## config.mk

```make
export PLATFORM = sky130hd
export DESIGN_NAME = nvc_top
export DESIGN_NICKNAME = d
export VERILOG_FILES = /design/src/pkg/nvc_pkg.sv /design/src/rtl/nvc_byte_bank.sv /design/src/rtl/nvc_prog_timer.sv /design/src/rtl/nvc_top.sv
export SDC_FILE = /design/constraint.sdc
export NUM_CORES = 1
export LEC_CHECK = 0
export BUFFER_PORTS_ARGS = -buffer_cell sky130_fd_sc_hd__buf_2
export CAP_MARGIN = 20
export CORE_AREA = 2 2 172 174
export DETAILED_ROUTE_END_ITERATION = 8
export DIE_AREA = 0 0 174 176
export PLACE_DENSITY_LB_ADDON = 0.3
export SYNTH_ARGS = -nofsm -noshare
export SYNTH_HDL_FRONTEND = slang
export SYNTH_SLANG_ARGS = --single-unit
```

## constraint.sdc

```tcl
create_clock -name mclk -period 6.8 [get_ports mclk]
set_input_delay 0.68 -clock mclk [delete_from_list [all_inputs] [get_ports mclk]]
set_output_delay 0.68 -clock mclk [all_outputs]
set_load 0.005 [all_outputs]
```

## src/pkg/nvc_pkg.sv

```systemverilog
package nvc_pkg;

  localparam int unsigned DATA_W   = 8;
  localparam int unsigned ADDR_W   = 8;
  localparam int unsigned NV_BYTES = 15;
  localparam int unsigned IDX_W    = 4;
  localparam int unsigned LEVEL_W  = 6;
  localparam int unsigned PUMP_BIT = 6;
  localparam int unsigned FAULT_W  = 4;

  // register map
  localparam logic [7:0] ADDR_WORK_FIRST  = 8'h07;
  localparam logic [7:0] ADDR_WORK_LAST   = 8'h15;
  localparam logic [7:0] ADDR_NV_FIRST    = 8'h17;
  localparam logic [7:0] ADDR_NV_LAST     = 8'h25;
  localparam logic [7:0] ADDR_CMD_COMMIT  = 8'h78;
  localparam logic [7:0] ADDR_CMD_RELOAD  = 8'h79;
  localparam logic [7:0] ADDR_CMD_RESTART = 8'h7A;

  // byte positions inside the 15-byte banks
  localparam logic [3:0] IDX_FIRST     = 4'h0;
  localparam logic [3:0] IDX_LAST      = 4'hE;
  localparam logic [3:0] IDX_RAIL_POS  = 4'hC;
  localparam logic [3:0] IDX_GATE_HIGH = 4'hD;
  localparam logic [3:0] IDX_GATE_LOW  = 4'hE;

  localparam logic [7:0] LEVEL_MASK = 8'h3F;
  localparam logic [7:0] RESET_BYTE = 8'h00;
  localparam logic [7:0] READ_ZERO  = 8'h00;

  localparam logic [2:0] COMMIT_LIMIT = 3'h6;
  localparam logic [2:0] COUNT_STEP   = 3'h1;

  // programming time in its own unit, then in clock cycles
  localparam int unsigned COMMIT_TIME_MS = 20;
  localparam int unsigned CLK_HZ         = 20_000_000;
  localparam int unsigned COMMIT_CYCLES  = COMMIT_TIME_MS * (CLK_HZ / 1000);

  typedef enum logic [1:0] {
    NVC_BOOT,
    NVC_IDLE,
    NVC_COPY,
    NVC_WAIT
  } nvc_state_t;

  // address window test, used for both banks
  function automatic logic nvc_in_range(input logic [7:0] a,
                                        input logic [7:0] lo,
                                        input logic [7:0] hi);
    return (a >= lo) && (a <= hi);
  endfunction
endpackage

```

## src/rtl/nvc_byte_bank.sv

```systemverilog
`timescale 1ns/10ps
module nvc_byte_bank #(
  parameter int unsigned N = 15
) (
  input  wire logic                        mclk,      // system clock
  input  wire logic                        rst_n,     // async reset, active low
  input  wire logic                        ce,        // clock enable
  input  wire logic                        wr_en,     // single byte write
  input  wire logic [nvc_pkg::IDX_W-1:0]   wr_idx,    // byte index
  input  wire logic [nvc_pkg::DATA_W-1:0]  wr_data,   // byte value
  input  wire logic                        load_all,  // whole-bank load
  input  wire logic [N*nvc_pkg::DATA_W-1:0] load_data, // bank image in
  output logic      [N*nvc_pkg::DATA_W-1:0] q          // bank image out
);
  import nvc_pkg::*;

  logic [DATA_W-1:0] mem_reg [N];

  // flatten the flops for the wide image
  genvar g;
  generate
    for (g = 0; g < N; g++) begin : g_out
      assign q[g*DATA_W +: DATA_W] = mem_reg[g];
    end
  endgenerate

  // whole-bank load wins over a single byte write
  always_ff @(posedge mclk or negedge rst_n) begin
    if (!rst_n) begin
      for (int i = 0; i < N; i++) mem_reg[i] <= RESET_BYTE;
    end else if (ce) begin
      if (load_all) begin
        for (int i = 0; i < N; i++) mem_reg[i] <= load_data[i*DATA_W +: DATA_W];
      end else if (wr_en) begin
        mem_reg[wr_idx] <= wr_data;
      end
    end
  end
endmodule // nvc_byte_bank

```

## src/rtl/nvc_prog_timer.sv

```systemverilog
`timescale 1ns/10ps
module nvc_prog_timer #(
  parameter int unsigned CNT_W = 19
) (
  input  wire logic             mclk,       // system clock
  input  wire logic             rst_n,      // async reset, active low
  input  wire logic             ce,         // clock enable
  input  wire logic             start,      // load the count
  input  wire logic [CNT_W-1:0] load_value, // cycles to wait, at least one
  output logic                  busy,       // count still running
  output logic                  done        // one-cycle pulse after expiry
);
  logic [CNT_W-1:0] cnt_reg;
  logic             done_reg;
  wire logic        last_tick;

  assign last_tick = (cnt_reg == CNT_W'(1));
  assign busy      = (cnt_reg != '0);
  assign done      = done_reg;

  // down counter; a zero load would never raise done, so callers avoid it
  always_ff @(posedge mclk or negedge rst_n) begin
    if (!rst_n) begin
      cnt_reg  <= '0;
      done_reg <= 1'b0;
    end else if (ce) begin
      done_reg <= busy && last_tick;
      if (start) begin
        cnt_reg <= load_value;
      end else if (busy) begin
        cnt_reg <= cnt_reg - CNT_W'(1);
      end
    end
  end
endmodule // nvc_prog_timer

```

## src/rtl/nvc_top.sv

```systemverilog
`timescale 1ns/10ps
module nvc_top #(
  parameter int unsigned COMMIT_CYCLES = nvc_pkg::COMMIT_CYCLES
) (
  input  wire logic                         mclk,               // 20 MHz clock
  input  wire logic                         rst_n,              // async reset, active low
  input  wire logic                         ce,                 // clock enable
  input  wire logic                         reg_wr,             // register write strobe
  input  wire logic                         reg_rd,             // register read strobe
  input  wire logic [nvc_pkg::ADDR_W-1:0]   reg_addr,           // register address
  input  wire logic [nvc_pkg::DATA_W-1:0]   reg_wdata,          // write data
  output logic      [nvc_pkg::DATA_W-1:0]   reg_rdata,          // read data, registered
  input  wire logic                         vprog_ok,           // programming supply good
  input  wire logic [nvc_pkg::FAULT_W-1:0]  fault_event,        // fault detector pulses
  output logic      [nvc_pkg::FAULT_W-1:0]  fault_flags,        // sticky fault record
  output logic                              latched_fault_mode, // outputs held off
  output logic                              restart_pulse,      // restart accepted
  output logic                              nvm_busy,           // commit or boot reload in progress
  output logic                              nvm_write_fail_flag, // last commit failed
  output logic      [nvc_pkg::LEVEL_W-1:0]  positive_rail_level, // positive analog rail
  output logic      [nvc_pkg::LEVEL_W-1:0]  negative_rail_level, // negative analog rail
  output logic      [nvc_pkg::LEVEL_W-1:0]  gate_high_level,     // gate-high rail
  output logic      [nvc_pkg::LEVEL_W-1:0]  gate_low_level,      // gate-low rail
  output logic                              pump_stage_select    // doubler instead of tripler
);
  import nvc_pkg::*;

  localparam int unsigned TMR_W = $clog2(COMMIT_CYCLES + 1);
  localparam int unsigned BANK_W = NV_BYTES * DATA_W;

  nvc_state_t        state_reg, state_next;
  logic [IDX_W-1:0]  copy_idx_reg;
  logic [2:0]        commit_cnt_reg;
  logic              fail_reg;
  logic [FAULT_W-1:0] fault_reg;
  logic              fault_mode_reg;
  logic              restart_reg;
  logic [DATA_W-1:0] rdata_reg;
  logic [BANK_W-1:0] work_q;
  logic [BANK_W-1:0] nv_q;
  logic [DATA_W-1:0] work_b [NV_BYTES];
  logic [DATA_W-1:0] nv_b   [NV_BYTES];
  logic              tmr_done;

  // byte views of both banks
  genvar g;
  generate
    for (g = 0; g < NV_BYTES; g++) begin : g_bytes
      assign work_b[g] = work_q[g*DATA_W +: DATA_W];
      assign nv_b[g]   = nv_q[g*DATA_W +: DATA_W];
    end
  endgenerate

  // write acceptance: nothing but idle takes a write, so a commit is never torn
  wire logic idle_st     = (state_reg == NVC_IDLE);
  wire logic wr_ok       = ce && reg_wr && idle_st;
  wire logic hit_commit  = wr_ok && (reg_addr == ADDR_CMD_COMMIT);
  wire logic hit_reload  = wr_ok && (reg_addr == ADDR_CMD_RELOAD);
  wire logic hit_restart = wr_ok && (reg_addr == ADDR_CMD_RESTART);
  wire logic hit_work    = wr_ok && nvc_in_range(reg_addr, ADDR_WORK_FIRST, ADDR_WORK_LAST);
  wire logic [IDX_W-1:0] work_widx = IDX_W'(reg_addr - ADDR_WORK_FIRST);

  // a spent store or a missing programming supply fails at once
  wire logic limit_hit   = (commit_cnt_reg == COMMIT_LIMIT);
  wire logic commit_go   = hit_commit && !limit_hit && vprog_ok;
  wire logic commit_bad  = hit_commit && !commit_go;
  wire logic copy_st     = (state_reg == NVC_COPY);
  wire logic copy_last   = (copy_idx_reg == IDX_LAST);
  wire logic boot_st     = (state_reg == NVC_BOOT);
  wire logic prog_lost   = (copy_st || (state_reg == NVC_WAIT)) && !vprog_ok;

  // stored gate-low byte keeps only its six level bits
  wire logic [DATA_W-1:0] copy_byte = (copy_idx_reg == IDX_GATE_LOW) ?
                                      (work_b[copy_idx_reg] & LEVEL_MASK) :
                                      work_b[copy_idx_reg];

  // read decode; command registers and holes read zero
  wire logic rd_work = nvc_in_range(reg_addr, ADDR_WORK_FIRST, ADDR_WORK_LAST);
  wire logic rd_nv   = nvc_in_range(reg_addr, ADDR_NV_FIRST, ADDR_NV_LAST);
  wire logic [IDX_W-1:0] nv_ridx = IDX_W'(reg_addr - ADDR_NV_FIRST);
  wire logic [DATA_W-1:0] rd_value = rd_work ? work_b[work_widx] :
                                     rd_nv   ? nv_b[nv_ridx] : READ_ZERO;

  nvc_byte_bank #(
    .N (NV_BYTES)
  ) u_work (
    .mclk      (mclk),
    .rst_n     (rst_n),
    .ce        (ce),
    .wr_en     (hit_work),
    .wr_idx    (work_widx),
    .wr_data   (reg_wdata),
    .load_all  (hit_reload || boot_st),
    .load_data (nv_q),
    .q         (work_q)
  );

  nvc_byte_bank #(
    .N (NV_BYTES)
  ) u_store (
    .mclk      (mclk),
    .rst_n     (rst_n),
    .ce        (ce),
    .wr_en     (copy_st),
    .wr_idx    (copy_idx_reg),
    .wr_data   (copy_byte),
    .load_all  (1'b0),
    .load_data ('0),
    .q         (nv_q)
  );

  nvc_prog_timer #(
    .CNT_W (TMR_W)
  ) u_timer (
    .mclk       (mclk),
    .rst_n      (rst_n),
    .ce         (ce),
    .start      (copy_st && copy_last),
    .load_value (TMR_W'(COMMIT_CYCLES)),
    .busy       (),
    .done       (tmr_done)
  );

  // sequencer: boot reload, byte-wise copy, then programming wait
  always_comb begin
    state_next = state_reg;
    unique case (state_reg)
      NVC_BOOT: state_next = NVC_IDLE;
      NVC_IDLE: if (commit_go) state_next = NVC_COPY;
      NVC_COPY: if (copy_last) state_next = NVC_WAIT;
      NVC_WAIT: if (tmr_done) state_next = NVC_IDLE;
    endcase
  end

  always_ff @(posedge mclk or negedge rst_n) begin
    if (!rst_n) begin
      state_reg    <= NVC_BOOT;
      copy_idx_reg <= IDX_FIRST;
    end else if (ce) begin
      state_reg    <= state_next;
      copy_idx_reg <= copy_st ? IDX_W'(copy_idx_reg + 1'b1) : IDX_FIRST;
    end
  end

  // lifetime count saturates; an attempt that reaches the cells uses one
  always_ff @(posedge mclk or negedge rst_n) begin
    if (!rst_n) begin
      commit_cnt_reg <= '0;
    end else if (ce && commit_go) begin
      commit_cnt_reg <= commit_cnt_reg + COUNT_STEP;
    end
  end

  // fail flag reflects the latest commit only
  always_ff @(posedge mclk or negedge rst_n) begin
    if (!rst_n) begin
      fail_reg <= 1'b0;
    end else if (ce) begin
      if (commit_bad || prog_lost) fail_reg <= 1'b1;
      else if (commit_go) fail_reg <= 1'b0;
    end
  end

  // faults: a new event beats a restart in the same cycle
  always_ff @(posedge mclk or negedge rst_n) begin
    if (!rst_n) begin
      fault_reg      <= '0;
      fault_mode_reg <= 1'b0;
      restart_reg    <= 1'b0;
    end else if (ce) begin
      fault_reg      <= (hit_restart ? '0 : fault_reg) | fault_event;
      fault_mode_reg <= (fault_mode_reg && !hit_restart) || (|fault_event);
      restart_reg    <= hit_restart;
    end
  end

  // read data held until the next read
  always_ff @(posedge mclk or negedge rst_n) begin
    if (!rst_n) begin
      rdata_reg <= RESET_BYTE;
    end else if (ce && reg_rd) begin
      rdata_reg <= rd_value;
    end
  end

  // rail settings come straight from working flops
  assign positive_rail_level = work_b[IDX_RAIL_POS][LEVEL_W-1:0];
  assign negative_rail_level = work_b[IDX_RAIL_POS][LEVEL_W-1:0];
  assign gate_high_level     = work_b[IDX_GATE_HIGH][LEVEL_W-1:0];
  assign pump_stage_select   = work_b[IDX_GATE_HIGH][PUMP_BIT];
  assign gate_low_level      = work_b[IDX_GATE_LOW][LEVEL_W-1:0];

  assign reg_rdata           = rdata_reg;
  assign fault_flags         = fault_reg;
  assign latched_fault_mode  = fault_mode_reg;
  assign restart_pulse       = restart_reg;
  assign nvm_busy            = !idle_st;
  assign nvm_write_fail_flag = fail_reg;
endmodule // nvc_top

```

---- Word-level counts from Yosys, hierarchy flattened ----
Index checks and enable logic that the tools add are counted.
storage, ports and cells
  bits in registers ....................... 284
  bits in latches ......................... 0
  RAM bits ................................ 0
  ROM bits ................................ 0
  input bits .............................. 26
  output and inout bits ................... 41
  memories kept ........................... 0
operators by class
  add/subtract/negate cells ............... 5
  $mul .................................... 0
  div/mod/pow operators ................... 0
  $lt $le $gt $ge ......................... 9
  equal/unequal tests ..................... 12
  shift operators ......................... 0
  multiplexer cells ....................... 30
  bitwise operators ....................... 4
  reductions and logical operators ........ 39
operators by type and width
  cell                     count
  $bwmux W120              2
  $mux W120                2
  $bmux W8 S4              3
  $mux W8                  11
  $demux W8 S4             2
  $mux W19                 2
  $eq A8 B7 Y1 const B     3
  $eq A19 B1 Y1 const B    1
  $logic_and A1 B1 Y1      19
  $reduce_bool A19 Y1      1
  $sub A19 B1 Y19 const B  1
  $ge A5 B5 Y1 const B     3
  $not A4 Y5               3
  $lt A5 B1 Y1 const B     2
  $ge A8 B3 Y1 const B     1
  $ge A8 B5 Y1 const B     1
  $le A8 B5 Y1 const B     1
  $le A8 B6 Y1 const B     1
  $mux W4                  2
  $pmux W2 S4              1
  $reduce_and A2 Y1        4
  $sub A4 B3 Y4 const B    2
  $mux W2                  3
  $ne A2 B1 Y1 const B     3
  14 further kinds         25

---- Depth between registers and ports, before layout ----
Gate-level depths: netlist of the first run.
  depth after elaboration ................. 10
  mapped depth ............................ 14
  depth with buffers taken out ............ 7

---- Hierarchy ----
From an unflattened synthesis of the first run, not the netlist that was laid out.
unflattened totals
  cell total of the unflattened synthesis .. 1536
  area, all modules ....................... 16319.4 um^2
by module, submodules not included
  module          instances  cells each  area each (um^2)  seq. area each (um^2)
  nvc_byte_bank   2          457         5305.1            3002.9
  nvc_top         1          469         4367.9            600.6
  nvc_prog_timer  1          153         1341.3            500.5

---- Worst setup path before layout of the first run ----
Ideal clock, no wire load.
  path kind ............................... input to register
  start point ............................. in reg_addr[0] (netlist name)
  end point ............................... reg rdata_reg[7] (netlist: reg_rdata[7])
  library setup time ...................... 0.135 ns
  arrival ................................. 3.408 ns
  data required time ...................... 6.665 ns
  slack ................................... 3.257 ns
  stages on the path ...................... 11
  path buffers ............................ 5
  cell sequence ........................... buf_2 clkbuf_1 inv_1 clkbuf_1 ha_1 buf_2 buf_1 mux4_2 or2_2 a31oi_1 o211ai_1
on the way
  longest elaborated chain between the ends .. 7
  elaborated cells on any way between the ends .. 18
  classes of those cells .................. add/sub: 2; order compare: 4; mux: 8; bitwise: 2; reduce/logical: 2
RTL lines
  item                                         line                          source
  from (decl)                                  nvc_top.sv:10                 input wire logic [nvc_pkg::ADDR_W-1:0] reg_addr,
  $sub A4 B3 Y4                                nvc_top.sv:61, nvc_top.sv:80
  $not A4 Y5 (not written as such)             nvc_top.sv:81, nvc_top.sv:82
  $bmux W8 S4                                  nvc_top.sv:82                 rd_nv ? nv_b[nv_ridx] : READ_ZERO;
  $mux W8 (not written as such) (2 in series)  nvc_top.sv:82
  $mux W8                                      nvc_top.sv:82
  $mux W8 *                                    nvc_top.sv:81                 wire logic [DATA_W-1:0] rd_value = rd_work ? work_b[work_widx] :
  to (signal assigned)                         nvc_top.sv:182                rdata_reg <= rd_value;
  to (decl)                                    nvc_top.sv:38                 logic [DATA_W-1:0] rdata_reg;
Every way passes the cells marked *; elsewhere a longest branch is shown, timed or not. The select of a mux whose other input is x is not followed.
A chain may end at the register's enable or synchronous reset.

---- Final worst setup path of the first run ----
  start point ............................. in reg_addr[0] (netlist name)
  end point ............................... reg u_work.mem_reg (netlist bit u_work.q[101])
on the way
  longest elaborated chain between the ends .. 9
  elaborated cells on any way between the ends .. 19
  classes of those cells .................. add/sub: 1; order compare: 4; eq/ne: 1; mux: 5; bitwise: 1; reduce/logical: 7
RTL lines
  item                                                                line                 source
  $sub A4 B3 Y4                                                       nvc_top.sv:61        wire logic [IDX_W-1:0] work_widx = IDX_W'(reg_addr - ADDR_WORK_FIRST);
  $not A4 Y5 (not written as such)                                    nvc_byte_bank.sv:35  mem_reg[wr_idx] <= wr_data;
  $ge A5 B5 Y1 (not written as such) or $lt A5 B1 Y1 (tied branches)  nvc_byte_bank.sv:35
  $logic_and A1 B1 Y1 (not written as such)                           nvc_byte_bank.sv:35
  $mux W8 (not written as such)                                       nvc_byte_bank.sv:35
  $demux W8 S4                                                        nvc_byte_bank.sv:35
  $bwmux W120                                                         nvc_byte_bank.sv:35
  $mux W120                                                           nvc_byte_bank.sv:34  end else if (wr_en) begin
  $mux W120                                                           nvc_byte_bank.sv:32  if (load_all) begin
  to (signal, indexed assignment)                                     nvc_byte_bank.sv:35
  to (decl)                                                           nvc_byte_bank.sv:17  logic [DATA_W-1:0] mem_reg [N];
Parallel ways exist; a longest one is shown, timed or not. The select of a mux whose other input is x is not followed.

==> results of run 1 <==
cell usage after synthesis, types with 10 or more instances:
master    number  share of area
inv_1         17         0.0041
nand2_1      165          0.040
o21a_1        21          0.010
nor3_1        55          0.018
mux2_2       131          0.094
dfrtp_1      284           0.46
nand3_1       40          0.013
buf_4         28          0.013
o211ai_1      27          0.013
a21oi_1       32          0.010
buf_1         10         0.0024
ha_1          18          0.014
a221o_1       73          0.047
or3_1         20         0.0080
a22o_1        10         0.0056
o32a_1        16          0.010
mux4_2        76           0.11
o21ai_0       25         0.0080
clkbuf_1      61          0.015
mux2i_1       10         0.0064
nor2_1        42          0.010
o221a_2       16          0.012
buf_2         26         0.0083
cell families (layout without fill, tap and decap cells):
group,count (synthesis),in the layout,share of synthesized area
compound gates,281,281,0.148
xor+xnor,15,15,0.00841
simple gates,386,386,0.120
other cells,0,2,0
mux,217,217,0.210
fa+ha+maj,18,18,0.0144
flops,284,284,0.455
buf+inv,145,159,0.0441
area by class of cell:
cell class                 count  share of cell area
sequential                   284               0.417
antenna                        2            0.000293
multi-input combinational    917               0.463
timing repair buffer          90              0.0311
clock inverter                 6             0.00469
tap                          384              0.0281
clock buffer                  44              0.0524
inverter                      19             0.00418
metal layers:
layer	routed length, um	share of wire
met5	7	0.00013
met4	3410	0.065
met3	6620	0.13
met2	22600	0.43
met1	19500	0.37
layout by cell type, fill, tap and decap left out, types with 16 or more instances in the layout:
cell type,Yosys,layout
mux2_2,131,131
nor2_1,42,41
or3_1,20,20
a221o_1,73,73
o211ai_1,27,27
nand3_1,40,39
o21ai_0,25,25
buf_4,28,22
ha_1,18,17
o32a_1,16,16
a21oi_1,32,32
mux4_2,76,76
o21a_1,21,21
o221a_2,16,16
nand2_1,165,165
clkbuf_16,0,31
buf_2,26,65
dfrtp_1,284,282
inv_1,17,17
nor3_1,55,55
per-stage QoR:
step,cell area [um^2],setup slack (ns),power [W],utilization,std cells
2_1_floorplan,15600,3.26,0.00280,-,1346
3_3_place_gp,16100,2.11,0.00310,0.563,1690
3_5_place_dp,16100,1.94,0.00313,0.563,1693
4_1_cts,17100,2.52,0.00478,0.598,1743
5_1_grt,17100,2.37,0.00495,0.598,1744
6_report,17100,2.48,0.00480,0.598,1746
final timing paths:
| path | end | from | slack [ns] | cells past startpoint |
|---|---|---|---|---|
| hold / removal | u_timer.cnt_reg[4] | rst_n | 0.14 | 1 |
| min in group mclk | nvm_write_fail_flag | vprog_ok | 0.30 | 2 |
| max in group asynchronous | u_work.q[18] | rst_n | 5.10 | 2 |
| setup / recovery | u_work.q[101] | reg_addr[0] | 2.48 | 8 |
| setup reg to reg | u_work.q[101] | state_reg[1] | 2.98 | 8 |
| hold reg to reg | commit_cnt_reg[2] | commit_cnt_reg[2] | 0.47 | 1 |
worst register-to-register path, stage by stage (launching register included):
cell,delay (ns)
dfrtp_1,0.41
inv_1,0.09
ha_1,0.21
and4b_1,0.34
nor4b_2,0.86
nand3_2,0.77
buf_4,0.51
o32a_1,0.39
o21a_1,0.12
report_power, final:
part	internal, W	switching [W]
Clock	0.000973	0.000686
Sequential	0.00188	0.000230
Combinational	0.000476	0.000554
==> results.cfg, run 1 <==
[cells_and_area]
multi_input_area_mm2 = 0.00790
n_fill_cell = 2360
regArea_mm2 = 0.00711
area_growth_syn_to_layout_pct = 9.28
fin_nets = 1386
final_layout_size_suffix_gt1_frac = 0.284

[die]
start_util = 0.547
core_mm2 = 0.0285
die_y_um = 176
die_area_mm2 = 0.0306
ios = 67
rows = 62
die_w_um = 174

[routing]
drt_pass1_iterations = 7
num_vias = 12800
viasPerCell = 7.31
drtIter0Drc = 1816
ant_nets = 0
wire_per_inst_um = 29.9
drc = 0
wl_mm = 52.1

[global_route]
grt_pass1_vias = 12400
grt.overflow.total = 0
met3_usage = 0.0859
top_usage_layer = met2
grtUsageMet2 = 0.512
use_met1 = 0.459
grt_util_all_layers = 0.340
antenna_found_initial = 2
grt_pass1_wl_mm = 78.6
grt_max_degree = 175

[synth]
synth.distinct_cells = 70
yosysSeqAreaShare = 0.455
synth_edf_count = 0
synth_cells = 1346
synthArstFlopShare = 1.00
synth_fp_nets = 1390
ys_ff_latch = 284
synth_area_mm2 = 0.0156
yosys_warnings = 0
synth_ff_type = dfrtp_1
syn_avg_cell_area_um2 = 11.6

[outcome]
status = finished clean

[setup_path]
slowest_stage = nor4b_2
path_buf_inv = 2
critical_path_required_ns = 7.25
path_delay_family = simple AND/OR/NAND/NOR gates
end_kind = flip-flop
start_kind = input port
crit_chain = buf_2 > ha_1 > a211oi_1 > nor4b_2 > nand3_2 > buf_4 > o32a_1 > o21a_1
crit_fanout = 30
cp.arrival_ns = 4.77
critPathMaxStageDelay_ns = 0.86
setup.worst_path.class = input port to flip-flop

[clock_network]
cts_max_path_buffers = 3
cts_buffers = 30
post_cts_buffers = 0
ctsHoldBuffers = 0
cts_sinks = 284
cts.repair.resized = 0
clkLatencyLatePin_ns = 0.57
ctsHtreeMaxLevel = 1
cts_tree = done
clk_pin_slew_ns = 0.06
root_buffer = clkbuf_16

[sta]
period_needed_ns = 4.32
drv_slew = 0
setup_viol = 0
final_hold_viol_count = 0
fin_skew_ns = 0.0154
max_freq_mhz = 231
finalCritPeriodShare = 0.635
rsz0062_at_grt = false
slew_headroom = 0.204
tightest_slew_ns = 1.19
finalSetupTns_ns = 0
hold-worst-slack_ns = 0.143

[power_and_ir_drop]
power_density_mw_per_mm2 = 281
vdd_drop_max_v = 0.000183
leakage_nw = 7.35

[placement]
io_buffers = 66
gp_congestion = 0.973
dp_hpwl_mm = 34.8

[run]
drv_cap = 0

[min_path]
hold_path_class = input port to async pin
(Power assumes the default switching activity.)
==> run 2, diff against run 1 <==
Clock period 6.8 ns to 4.49 ns, I/O delays scaled along.
==> results.cfg, run 2 (synthesized netlist as in run 1, its figures left out) <==
[run]
drv_cap = 0

[sta]
period_needed_ns = 3.33
finalCritPeriodShare = 0.742
final_hold_viol_count = 0
finalSetupTns_ns = 0
post-route-worst-setup-slack_ns = 1.16
max_freq_mhz = 300
slew_headroom = 0.257
drv_slew = 0
setup_viol = 0
tightest_slew_ns = 1.11
rsz0062_at_grt = false
fin_skew_ns = 0.0135

[global_route]
grt_pass1_wl_mm = 79.6
antenna_found_initial = 1
grt.overflow.total = 0
grt_util_all_layers = 0.344
grt_pass1_vias = 12900
grt_max_degree = 107

[power_and_ir_drop]
vdd_drop_max_v = 0.000293
power_density_mw_per_mm2 = 422
leakage_nw = 7.41

[clock_network]
clkLatencyLatePin_ns = 0.58
cts_sinks = 284
cts_max_path_buffers = 3
cts_tree = done
cts.repair.resized = 0
clk_pin_slew_ns = 0.06
ctsHoldBuffers = 1
ctsHtreeMaxLevel = 1
cts_buffers = 31
root_buffer = clkbuf_16
post_cts_buffers = 0

[routing]
drt_pass1_iterations = 5
ant_nets = 0
num_vias = 12800
drc = 0
viasPerCell = 7.29
wl_mm = 52.3
drtIter0Drc = 1875
wire_per_inst_um = 29.7

[setup_path]
end_kind = flip-flop
reg2reg_depth = 8
rr_endpoint = u_work.q[29]
setup.worst_path.class = input port to flip-flop
critPathMaxStageDelay_ns = 0.92
path_buf_inv = 3
start_kind = input port
critical_path_required_ns = 4.95
crit_fanout = 14
r2r_slack_ns = 1.30
timing.rr.start = state_reg[1]
slowest_stage = o2111ai_1
crit_chain = buf_2 > inv_1 > ha_1 > buf_4 > nor4bb_1 > o2111ai_1 > a21oi_1 > a221o_1 > a31o_2
cp.arrival_ns = 3.79
path_delay_family = compound AO/OA/AOI/OAI gates

[min_path]
min_path_cells = 2
hold_start = vprog_ok
hold_end = nvm_write_fail_flag
hold_path_class = input port to flip-flop

[cells_and_area]
n_fill_cell = 2352
final_layout_size_suffix_gt1_frac = 0.291
multi_input_area_mm2 = 0.00790
diodes = 0
area_growth_syn_to_layout_pct = 10.1
layout_common_cells = 282 x dfrtp_1, 165 x nand2_1, 131 x mux2_2, 76 x mux4_2, 73 x a221o_1
final_common_cell = dfrtp_1
post-route-util = 0.602
finalInstanceArea_mm2 = 0.0172
fin_nets = 1397
regArea_mm2 = 0.00711

[outcome]
status = finished clean

[placement]
place_ws_ns = 0.806
dp_hpwl_mm = 35.3
post_dp_cell_area_mm2 = 0.0162
io_buffers = 66
gp_congestion = 0.974

[die]
die_area_mm2 = 0.0306
die_y_um = 176
die_w_um = 174
start_util = 0.547
ios = 67
rows = 62
core_mm2 = 0.0285
-- run 2: how the worst max path moves through the flow --
stage | start | to | slack, ns | depth (start not counted)
after floorplan | reg_addr[0] | reg_rdata[7] | 1.18 | 11
after global placement | reg_addr[0] | reg_rdata[0] | 0.92 | 9
after detailed placement | reg_addr[0] | reg_rdata[5] | 0.81 | 9
after CTS | reg_addr[0] | reg_rdata[5] | 1.41 | 9
after global routing | reg_addr[0] | reg_rdata[7] | 1.03 | 9
final | reg_addr[0] | reg_rdata[5] | 1.16 | 9
-- run 2: final cells by class --
class,instances,area share
clock buffers,40,0.0494
clock inverters,14,0.00808
inverters,19,0.00415
multi-input cells,917,0.459
flip-flops and latches,284,0.413
well taps,384,0.0279
repair buffers,100,0.0377
-- run 2: stage by stage --
step | std cells | hold WS, ns | total power [W]
after detailed placement | 1703 | 0.460 | 0.00474
after floorplan | 1346 | 0.153 | 0.00424
after global placement | 1700 | 0.455 | 0.00469
final | 1758 | 0.0645 | 0.00726
after CTS | 1758 | 0.0591 | 0.00724
after global routing | 1758 | 0.0912 | 0.00751
-- run 2: power by group --
group / internal (W) / switching [W] / leakage, nW
Combinational: 0.000728 / 0.000831 / 3.09
Clock: 0.00144 / 0.00107 / 0.482
Sequential: 0.00285 / 0.000346 / 3.84
Total: 0.00502 / 0.00225 / 7.41
-- run 2: layer usage --
layer / track usage / up-vias / share of wire
met4: 0.187 / 2 / 0.061
li1: - / 5168 / -
met5: 0 / - / 0.00019
met3: 0.0969 / 244 / 0.12
met2: 0.521 / 1001 / 0.45
met1: 0.452 / 6398 / 0.37
